==> config.mk <==
export PLATFORM = sky130hd
export DESIGN_NAME = xirq_ctrl
export DESIGN_NICKNAME = d
export VERILOG_FILES = /design/src/xirq_pkg.sv /design/src/xirq_ctrl.sv
export VERILOG_INCLUDE_DIRS = /design/src
export SDC_FILE = /design/constraint.sdc
export NUM_CORES = 1
export LEC_CHECK = 0
export ABC_AREA = 1
export BUFFER_PORTS_ARGS = -buffer_cell sky130_fd_sc_hd__clkbuf_2
export CORE_ASPECT_RATIO = 1.75
export CORE_UTILIZATION = 54
export CTS_CLUSTER_DIAMETER = 30
export DETAILED_ROUTE_END_ITERATION = 12
export PLACE_DENSITY = 0.92
export RECOVER_POWER = 50
export SLEW_MARGIN = 10
export SYNTH_ARGS = -nofsm -noshare
export SYNTH_HDL_FRONTEND = slang
export SYNTH_SLANG_ARGS = --single-unit
==> constraint.sdc <==
create_clock -name clk -period 8.05 [get_ports clk]
set_input_delay 1.2075 -clock clk [delete_from_list [all_inputs] [get_ports clk]]
set_output_delay 1.2075 -clock clk [all_outputs]
set_load 0.01 [all_outputs]
==> src/xirq_cfg.svh <==
// Register offsets, field positions, reset values and defaults for the external request block
`ifndef XIRQ_CFG_SVH
`define XIRQ_CFG_SVH

// ----------------------------------------------------------------
// Register offsets
// ----------------------------------------------------------------
`define XIRQ_ADDR_TIMER_CTRL 8'h88
`define XIRQ_ADDR_PRIO_HIGH 8'hbb
`define XIRQ_ADDR_PRIO_LOW 8'hbc
`define XIRQ_ADDR_EXTRA_CTRL 8'hc0

// ----------------------------------------------------------------
// Field positions
// ----------------------------------------------------------------
`define XIRQ_TC_TRIG0 0
`define XIRQ_TC_FLAG0 1
`define XIRQ_TC_TRIG1 2
`define XIRQ_TC_FLAG1 3
`define XIRQ_XC_TRIG2 0
`define XIRQ_XC_FLAG2 1
`define XIRQ_XC_EN2 2
`define XIRQ_XC_PLO2 3
`define XIRQ_XC_TRIG3 4
`define XIRQ_XC_FLAG3 5
`define XIRQ_XC_EN3 6
`define XIRQ_XC_PLO3 7
`define XIRQ_EP_SPI 0
`define XIRQ_EP_WAKE 1
`define XIRQ_EP_BOD 2

// ----------------------------------------------------------------
// Reset values and defaults
// ----------------------------------------------------------------
`define XIRQ_RST_BYTE 8'h00
`define XIRQ_RST_PIN 4'hf
`define XIRQ_MC_CLKS_DEF 12
`define XIRQ_NUM_SRC 7

`endif

==> src/xirq_pkg.sv <==
// Types shared by the external request block
package xirq_pkg;

    typedef logic [1:0] xirq_lvl_t;

    typedef struct packed {
        logic [7:0] addr;
        logic [7:0] wdata;
        logic we;
        logic re;
    } xirq_bus_t;

    typedef struct packed {
        logic valid;
        logic [2:0] idx;
        xirq_lvl_t lvl;
    } xirq_grant_t;

    typedef struct packed {
        logic [3:0] sync1;
        logic [3:0] sync2;
        logic [3:0] samp;
        logic [7:0] mc_cnt;
        logic [3:0] trig;
        logic [3:0] flag;
        logic [1:0] en23;
        logic [1:0] plo23;
        logic [2:0] ep_hi;
        logic [2:0] ep_lo;
        logic [7:0] rdata;
        logic [3:0] pend;
        xirq_lvl_t lvl2;
        xirq_lvl_t lvl3;
        xirq_lvl_t lvl_spi;
        xirq_lvl_t lvl_wake;
        xirq_lvl_t lvl_bod;
        xirq_grant_t grant;
    } xirq_state_t;

endpackage

==> src/xirq_ctrl.sv <==
// External request pins, trigger types, flags, enables and priority levels
//
// Functional notes
// Priority-low register: brown-out bit 2, wake timer bit 1, SPI bit 0.
// Priority-high register: brown-out bit 2, wake timer bit 1, SPI bit 0.
// Each of those sources gets level from its high and low bits.
// Per-input type bit: 0 low level, 1 falling edge.
// Flags 0/1 in timer control bits 1/3, flags 2/3 at 1/5.
// Edge mode: sample once per machine cycle, high then low sets flag.
// Edge flag holds until software clears it or service starts.
// Core acknowledge on service entry clears the request flag; the code clears it only in edge mode, level-mode flags follow the pin.
// Level mode: flag is the inverse of the pin level.
// Requester holds each pin level at least one machine cycle.
// Input 3 enabled by bit 6, input 2 by bit 2.
// Inputs 2/3 low bits at 3/7, high bits from outside bits 6/7.
// All four registers reset to zero.
// Level code 00 lowest up to 11 highest.
// Preempt only with strictly higher level; top level never preempted.
// Equal levels resolved by fixed order, input 0 first, brown-out last.
// Level-mode requester holds pin low until serviced, then releases.
// Pins pass a two-stage synchroniser before machine-cycle sampling.
// Hardware edge set beats a same-cycle software clear.
//
// Strobed register access was left to the implementer.
`timescale 1ns/1ps
`include "xirq_cfg.svh"

module xirq_ctrl #(
    parameter int MC_CLKS = `XIRQ_MC_CLKS_DEF
) (
    input wire logic clk,
    input wire logic sys_rst,
    input xirq_pkg::xirq_bus_t reg_bus,
    output logic [7:0] reg_rdata,
    input wire logic [3:0] irq_pin_n,
    input wire logic [3:0] svc_ack,
    input wire logic [1:0] ext01_en,
    input wire logic [3:0] ext01_prio,
    input wire logic [1:0] ext23_prio_hi,
    input wire logic [2:0] src_req,
    input wire logic active_valid,
    input xirq_pkg::xirq_lvl_t active_lvl,
    output logic [3:0] req_flag,
    output logic [3:0] req_pend,
    output xirq_pkg::xirq_lvl_t lvl_req2,
    output xirq_pkg::xirq_lvl_t lvl_req3,
    output xirq_pkg::xirq_lvl_t lvl_spi,
    output xirq_pkg::xirq_lvl_t lvl_wake,
    output xirq_pkg::xirq_lvl_t lvl_bod,
    output xirq_pkg::xirq_grant_t grant
);

    // ----------------------------------------------------------------
    // State
    // ----------------------------------------------------------------
    xirq_pkg::xirq_state_t st;
    xirq_pkg::xirq_state_t next_st;

    localparam logic [7:0] MC_LAST = 8'(MC_CLKS - 1);

    // ----------------------------------------------------------------
    // Next-state logic
    // ----------------------------------------------------------------
    always_comb begin
        logic tick;
        logic [3:0] fall;
        logic [3:0] sw_clr;
        logic [3:0] sw_set;
        logic [7:0] wd;
        logic [`XIRQ_NUM_SRC-1:0] req;
        xirq_pkg::xirq_lvl_t lvl [`XIRQ_NUM_SRC];
        logic found;
        logic [2:0] best_idx;
        xirq_pkg::xirq_lvl_t best_lvl;
        tick = 1'b0;
        fall = 4'h0;
        sw_clr = 4'h0;
        sw_set = 4'h0;
        wd = reg_bus.wdata;
        req = '0;
        found = 1'b0;
        best_idx = 3'h0;
        best_lvl = 2'h0;
        for (int k = 0; k < `XIRQ_NUM_SRC; k++) begin
            lvl[k] = 2'h0;
        end
        next_st = st;

        // Synchroniser, first stage read only by the second
        next_st.sync1 = ~irq_pin_n;
        next_st.sync2 = st.sync1;

        // Machine-cycle sampler; relies on pins holding a level one cycle
        if (st.mc_cnt == MC_LAST) begin
            next_st.mc_cnt = 8'h00;
            tick = 1'b1;
        end else begin
            next_st.mc_cnt = st.mc_cnt + 8'h01;
        end
        if (tick) begin
            // samp holds the pin level (1 = high); high then low is a fall
            fall = st.samp & st.sync2;
            next_st.samp = ~st.sync2;
        end

        // Register writes; timer run/overflow bits belong elsewhere
        if (reg_bus.we) begin
            case (reg_bus.addr)
                `XIRQ_ADDR_TIMER_CTRL: begin
                    next_st.trig[0] = wd[`XIRQ_TC_TRIG0];
                    next_st.trig[1] = wd[`XIRQ_TC_TRIG1];
                    sw_clr[0] = ~wd[`XIRQ_TC_FLAG0];
                    sw_clr[1] = ~wd[`XIRQ_TC_FLAG1];
                    sw_set[0] = wd[`XIRQ_TC_FLAG0];
                    sw_set[1] = wd[`XIRQ_TC_FLAG1];
                end
                `XIRQ_ADDR_EXTRA_CTRL: begin
                    next_st.trig[2] = wd[`XIRQ_XC_TRIG2];
                    next_st.trig[3] = wd[`XIRQ_XC_TRIG3];
                    sw_clr[2] = ~wd[`XIRQ_XC_FLAG2];
                    sw_clr[3] = ~wd[`XIRQ_XC_FLAG3];
                    sw_set[2] = wd[`XIRQ_XC_FLAG2];
                    sw_set[3] = wd[`XIRQ_XC_FLAG3];
                    next_st.en23[0] = wd[`XIRQ_XC_EN2];
                    next_st.en23[1] = wd[`XIRQ_XC_EN3];
                    next_st.plo23[0] = wd[`XIRQ_XC_PLO2];
                    next_st.plo23[1] = wd[`XIRQ_XC_PLO3];
                end
                `XIRQ_ADDR_PRIO_HIGH: begin
                    next_st.ep_hi = wd[2:0];
                end
                `XIRQ_ADDR_PRIO_LOW: begin
                    next_st.ep_lo = wd[2:0];
                end
                default: begin
                end
            endcase
        end

        // Flags: edge mode sticky, level mode follows the pin
        for (int i = 0; i < 4; i++) begin
            if (st.trig[i]) begin
                if (fall[i]) begin
                    // Set wins over a same-cycle clear or acknowledge
                    next_st.flag[i] = 1'b1;
                end else if (sw_clr[i] || svc_ack[i]) begin
                    next_st.flag[i] = 1'b0;
                end else if (sw_set[i]) begin
                    // Software may raise a request of its own
                    next_st.flag[i] = 1'b1;
                end
            end else begin
                // Stays set while the requester holds the pin low
                next_st.flag[i] = st.sync2[i];
            end
        end

        // Register reads; reserved bits return zero
        next_st.rdata = `XIRQ_RST_BYTE;
        if (reg_bus.re) begin
            case (reg_bus.addr)
                `XIRQ_ADDR_TIMER_CTRL: begin
                    next_st.rdata[`XIRQ_TC_TRIG0] = st.trig[0];
                    next_st.rdata[`XIRQ_TC_FLAG0] = st.flag[0];
                    next_st.rdata[`XIRQ_TC_TRIG1] = st.trig[1];
                    next_st.rdata[`XIRQ_TC_FLAG1] = st.flag[1];
                end
                `XIRQ_ADDR_EXTRA_CTRL: begin
                    next_st.rdata[`XIRQ_XC_TRIG2] = st.trig[2];
                    next_st.rdata[`XIRQ_XC_FLAG2] = st.flag[2];
                    next_st.rdata[`XIRQ_XC_EN2] = st.en23[0];
                    next_st.rdata[`XIRQ_XC_PLO2] = st.plo23[0];
                    next_st.rdata[`XIRQ_XC_TRIG3] = st.trig[3];
                    next_st.rdata[`XIRQ_XC_FLAG3] = st.flag[3];
                    next_st.rdata[`XIRQ_XC_EN3] = st.en23[1];
                    next_st.rdata[`XIRQ_XC_PLO3] = st.plo23[1];
                end
                `XIRQ_ADDR_PRIO_HIGH: begin
                    next_st.rdata[2:0] = st.ep_hi;
                end
                `XIRQ_ADDR_PRIO_LOW: begin
                    next_st.rdata[2:0] = st.ep_lo;
                end
                default: begin
                end
            endcase
        end

        // ----------------------------------------------------------------
        // Levels: high bit over low bit, 00 lowest to 11 highest
        // ----------------------------------------------------------------
        next_st.lvl2 = {ext23_prio_hi[0], st.plo23[0]};
        next_st.lvl3 = {ext23_prio_hi[1], st.plo23[1]};
        next_st.lvl_spi = {st.ep_hi[`XIRQ_EP_SPI], st.ep_lo[`XIRQ_EP_SPI]};
        next_st.lvl_wake = {st.ep_hi[`XIRQ_EP_WAKE], st.ep_lo[`XIRQ_EP_WAKE]};
        next_st.lvl_bod = {st.ep_hi[`XIRQ_EP_BOD], st.ep_lo[`XIRQ_EP_BOD]};

        // Inputs 2 and 3 gated by their own enables here
        next_st.pend[1:0] = st.flag[1:0];
        next_st.pend[2] = st.flag[2] & st.en23[0];
        next_st.pend[3] = st.flag[3] & st.en23[1];

        // ----------------------------------------------------------------
        // Arbitration one cycle behind the flags; levels registered except inputs 0/1, taken from ext01_prio
        // ----------------------------------------------------------------
        req = {src_req[2], src_req[1], src_req[0], st.pend[3], st.pend[2],
               st.pend[1] & ext01_en[1], st.pend[0] & ext01_en[0]};
        lvl[0] = ext01_prio[1:0];
        lvl[1] = ext01_prio[3:2];
        lvl[2] = st.lvl2;
        lvl[3] = st.lvl3;
        lvl[4] = st.lvl_spi;
        lvl[5] = st.lvl_wake;
        lvl[6] = st.lvl_bod;
        // Walk from last to first so that ties fall to the earlier source
        for (int j = `XIRQ_NUM_SRC - 1; j >= 0; j--) begin
            if (req[j] && (!found || lvl[j] >= best_lvl)) begin
                found = 1'b1;
                best_idx = 3'(j);
                best_lvl = lvl[j];
            end
        end
        // Strictly higher only, so level 3 is never preempted
        next_st.grant.valid = found && (!active_valid || best_lvl > active_lvl);
        next_st.grant.idx = best_idx;
        next_st.grant.lvl = best_lvl;
    end

    // ----------------------------------------------------------------
    // State register
    // ----------------------------------------------------------------
    always_ff @(posedge clk) begin
        if (sys_rst) begin
            st <= '0;
            // Idle pins read high, so release of reset fakes no edge
            // Synchroniser stages hold the inverted pin, so a high pin is zero here
            st.sync1 <= ~`XIRQ_RST_PIN;
            st.sync2 <= ~`XIRQ_RST_PIN;
            st.samp <= `XIRQ_RST_PIN;
            st.trig <= 4'h0;
            st.en23 <= 2'h0;
            st.ep_hi <= 3'h0;
            st.ep_lo <= 3'h0;
        end else begin
            st <= next_st;
        end
    end

    // ----------------------------------------------------------------
    // Outputs
    // ----------------------------------------------------------------
    assign reg_rdata = st.rdata;
    assign req_flag = st.flag;
    assign req_pend = st.pend;
    assign lvl_req2 = st.lvl2;
    assign lvl_req3 = st.lvl3;
    assign lvl_spi = st.lvl_spi;
    assign lvl_wake = st.lvl_wake;
    assign lvl_bod = st.lvl_bod;
    assign grant = st.grant;

endmodule

Word-level counts from Yosys, hierarchy flattened
Cells that the tools add are included.

operators by class
  $lt $le $gt $ge = 7
  equal/unequal tests = 9
  mux-type cells = 46
  add/subtract/negate cells = 1
  reductions and logical operators = 35
  bitwise operators = 12

operators by type and width
  kind                   number
  $eq A8 B8 Y1 const B   4
  $mux W2                13
  $mux W1                25
  $ne A4 B1 Y1 const B   4
  $ge A2 B2 Y1           6
  $mux W4                3
  $pmux W3 S4            1
  $logic_or A1 B1 Y1     11
  $mux W3                3
  $add A8 B1 Y8 const B  1
  $eq A8 B4 Y1 const B   1
  $not A4 Y4             2
  $reduce_and A2 Y1      4
  $logic_and A1 B1 Y1    7
  $logic_not A1 Y1       7
  $reduce_or A2 Y1       3
  $reduce_or A3 Y1       2
  $not A1 Y1             5
  $reduce_or A5 Y1       1
  $and A1 B1 Y1          4
  $and A4 B4 Y4          1
  $gt A2 B2 Y1           1
  $pmux W1 S2            1

word-level totals
  bits of input ports = 42
  output and inout port bits = 32
  bits in registers = 66
  word-level logic and storage cells = 137

Depth between registers and ports, before layout
  depth after elaboration = 28
  mapped depth = 54

Least setup slack after synthesis
No wires, ideal clock.

  path kind = in2reg
  from = input port src_req[2]
  to = register st, in the netlist grant[5]
  library setup time = 0.086 ns
  path slack = 1.293 ns
  stages = 49
  data arrival time = 6.671 ns
  cells stage by stage = nand2_1 inv_1 ha_1 inv_1 nand2_1 nand2_1 nand2_1 nand2_1 nand2_1 and2_1 ha_1 o21ai_0 nand2_1 nand2_1 inv_1 nand2_1 and2_1 ha_1 [... 13 more ...] o21ai_0 nand3b_1 nand2_1 clkinv_1 nand2_1 and2_1 ha_1 a21oi_1 o211ai_2 nand2_2 nand3_1 nand2_1 inv_1 ha_1 inv_1 nor2_1 o21ai_0 a211oi_1

RTL lines
  element               RTL line          RTL
  from (decl)           xirq_ctrl.sv:40   input wire logic [2:0] src_req,
  to (signal assigned)  xirq_ctrl.sv:245  st <= next_st;
  to (decl)             xirq_ctrl.sv:56   xirq_pkg::xirq_state_t st;

==> results.md <==
* CP endpoint kind: flip-flop
* Post-synthesis xor/xnor area fraction at 0.002762
* Crit path time final at 7.377 ns
* GR Overflow Total at 0
* Critical path's most frequent cell: nand2_1
* Max-Cap Viols at 1
* Status: finished with violations
* Maximum fanout along the worst path at 5
* Die Width at 59.92 um
* Drt via density at 5.172
* Max Slew Vio Count at 36
* Die height at 103.4 um
* Core footprint at 5630 um^2
* TritonCTS clock tree: done
* Clk network pwr share at 0.368
* Critical path required time at around 8 ns
* Root buffer cell: clkbuf_8
* Clock latency on the worst-skew pair at roughly 0.33 ns
* # rows at 36
* Synth Area in Compound Gates at 0.1156
* Layout area overhead at 10.38%
* Sum Neg Setup Slack at 0 ns
* Adder-cell share of the synthesized area at 0.05919
* F_max at 0.1356 GHz
* Power density over the cells at 175.9 nW/um^2
* Register bit total from synthesis at 66
* Proportion of layout cells with a drive suffix above 1 at 0.1578
* Synthesized Nets at 477
* Commonest non-fill, non-tap cell in the layout: dfxtp_1
* Average size of a mapped cell at 7.549 um^2
* Worst Max-Slew Pin Slew at 1.590 ns
* Proportion of synthesized chip area in sequential cells at 0.4167
* Initial Util at 0.5631
* Clk slew on worst S/H paths at roughly 0.07 ns
* Initial antenna violation count at 0
* P_sw at 145.9 uW
* Die area at roughly 6200 um^2
* Setup WS pre-CTS at about 0.31 ns
* Critical Path End: grant[5]
* Reg2reg start: lvl_bod[0]
* Crit path from: src_req[2]
* # hold bufs at CTS at 0
* Post-DP HPWL at 5.203 mm
* Clock skew at ~0.0066 ns
* # clock sinks at 66
* Via count of the first global-routing pass at 2,659
* Final Net Count at around 520
* Switching Fraction at 0.2369
* Ports at 74
* Final Hold Fails at 0
* Leakage at about 1.6 nW
* Final worst-path cycle share at 0.9164
* First-pass GRT wire length at 10.47 mm
* Cells on worst reg2reg path at 49
* Post-Syn Instances at 420
* Flop pwr share at 0.546
* Drt first-iter violations at about 120
* Final worst slack at 0.6730 ns
* Syn Std Cell Area at about 3200 um^2
* DR DRC count at 0
* Synth Warn # at 0
* Antenna Cells at 0
* PortBufs at 73
* Most frequent cells in the layout: 66 x dfxtp_1, 63 x inv_1, 57 x nand2_1
* CTS Buffer Depth at 2
* Htree depth at 3
* Mux contribution to synthesized area at 0
* FF-to-FF End: grant[5]
* Num CTS Buffers at 9
* Worst R2R Setup Slack at 1.38 ns
* Crit start category: primary input
* Total GRT Usage at 0.2252
* Comb pwr share at 0.086
* Synth unique cells at 35
* Post-route antenna net violation count at 0
* HP Class: reg2reg
* Crit path arrival time at roughly 7.5 ns
* Routed len/inst at 12.10 um
* Peak supply drop at 0.0001315 V
* Routed WL at 6.592 mm
* Finish-stage setup viols at 0
* Failing checks: capacitance limit, slew limit
* Gpl congestion at 0.8920
* DR pass1 iterations at 4
* Synth Area in Simple Gates at 0.2455
* CP max stage cell: ha_1
* Largest net degree at the start of global routing at 36
* WS Path Type: in2reg
* Internal at 469.7 uW
* Main combinational cell family by area after synthesis: simple AND/OR/NAND/NOR gates
* Slowest stage delay, CP at 0.28 ns
* Worst relative slew slack at -0.05995
* Total number of vias at approximately 2,800
power by group through the flow:
stage                     clock network [mW]  logic, mW  registers (mW)
after floorplan                            0     0.0342           0.343
after global placement                     0     0.0494           0.343
after detailed placement                   0     0.0526           0.343
after CTS                              0.229     0.0532           0.336
after global routing                   0.244     0.0601           0.337
final                                  0.226     0.0530           0.336
sequential cells by signal (all words and copies together), names as in the netlist:
signal / flops
lvl_bod: 2
st: 22
req_pend: 4
next_st: 12
lvl_wake: 2
lvl_req3: 2
lvl_spi: 2
req_flag: 4
reg_rdata: 8
lvl_req2: 2
grant: 6
Yosys cell counts:
| library cell | count | area share |
|---|---|---|
| a31oi_1 | 3 | 0.0059 |
| ha_1 | 15 | 0.059 |
| dfxtp_1 | 66 | 0.42 |
| nor3b_1 | 3 | 0.0071 |
| a221oi_1 | 2 | 0.0055 |
| nand2_1 | 59 | 0.070 |
| nor2_1 | 51 | 0.060 |
| nand3b_1 | 2 | 0.0047 |
| nor4_4 | 1 | 0.0067 |
| nor2_2 | 1 | 0.0020 |
| nor4_1 | 1 | 0.0020 |
| o22ai_1 | 4 | 0.0079 |
| and3_1 | 1 | 0.0020 |
| nor3_4 | 1 | 0.0051 |
| o21ai_0 | 26 | 0.041 |
| nand3_1 | 30 | 0.047 |
| buf_4 | 32 | 0.076 |
| inv_2 | 1 | 0.0012 |
| o211ai_2 | 1 | 0.0039 |
| or2_2 | 2 | 0.0039 |
| nand2_2 | 3 | 0.0059 |
| xor2_1 | 1 | 0.0028 |
| o211ai_1 | 3 | 0.0071 |
| a21oi_1 | 22 | 0.035 |
| a211oi_1 | 3 | 0.0071 |
| nor3_1 | 5 | 0.0079 |
| a22oi_1 | 1 | 0.0024 |
| and2_1 | 5 | 0.0099 |
| clkinv_1 | 1 | 0.0012 |
| inv_1 | 63 | 0.075 |
| or2_4 | 1 | 0.0028 |
| buf_2 | 1 | 0.0016 |
| nand4_1 | 3 | 0.0059 |
| clkbuf_1 | 5 | 0.0059 |
| or2_0 | 1 | 0.0020 |
worst min path at each step:
| stage | end | slack (ns) | start | cells past startpoint |
|---|---|---|---|---|
| final | st[58] | 0.40 | next_st[58] | 2 |
| after global routing | st[60] | 0.42 | next_st[60] | 2 |
| after CTS | st[58] | 0.40 | next_st[58] | 2 |
| after detailed placement | st[58] | 0.39 | next_st[58] | 2 |
| after global placement | st[58] | 0.39 | next_st[58] | 2 |
| after floorplan | st[58] | 0.39 | next_st[58] | 2 |
worst max-delay path: cells and delay by family:
| kind | cells | cell delay (ns) |
|---|---|---|
| simple gates | 27 | 2.66 |
| fa+ha+maj | 7 | 1.80 |
| compound gates | 8 | 1.18 |
| buf+inv | 8 | 0.65 |
cell families after synthesis:
logic type | Yosys count
xor gates and xnor gates | 1
buffers and inverters | 103
and+or+nand+nor | 170
AOI/OAI and AO/OA | 65
adders and majority gates | 15
DFF | 66
layer usage:
layer | part of all wire | GRT usage | up-vias
li1 | - | - | 1417
met1 | 0.36 | 0.2005 | 1284
met2 | 0.55 | 0.4222 | 86
met3 | 0.040 | 0.06841 | 32
met4 | 0.050 | 0.1395 | 0
met5 | 0 | 0 | -
cell type report:
| class | count | area, um^2 |
|---|---|---|
| inverters | 65 | 244.0 |
| multi-input cells | 251 | 1346 |
| fillers | 490 | 2131 |
| well taps | 76 | 95.09 |
| repair buffers | 73 | 334.1 |
| clock inverters | 3 | 17.52 |
| flip-flops and latches | 66 | 1321 |
| clock buffers | 11 | 141.4 |
stage by stage:
step / instances / hold slack (ns) / instance area, um^2 / power (mW) / utilization
after detailed placement: 531 / 0.3941 / 3367 / 0.3960 / 0.5980
after global placement: 531 / 0.3920 / 3367 / 0.3926 / 0.5980
after global routing: 545 / 0.4177 / 3500 / 0.6404 / 0.6216
after floorplan: 420 / 0.3883 / 3171 / 0.3767 / -
final: 545 / 0.4018 / 3500 / 0.6156 / 0.6216
after CTS: 545 / 0.4026 / 3526 / 0.6187 / 0.6262
timing repair:
action / in CTS / in global routing
setup endpoints to repair: 0 / 1
resized for setup: 0 / 3
setup buffers: 0 / 0
(Power assumes the default switching activity.)
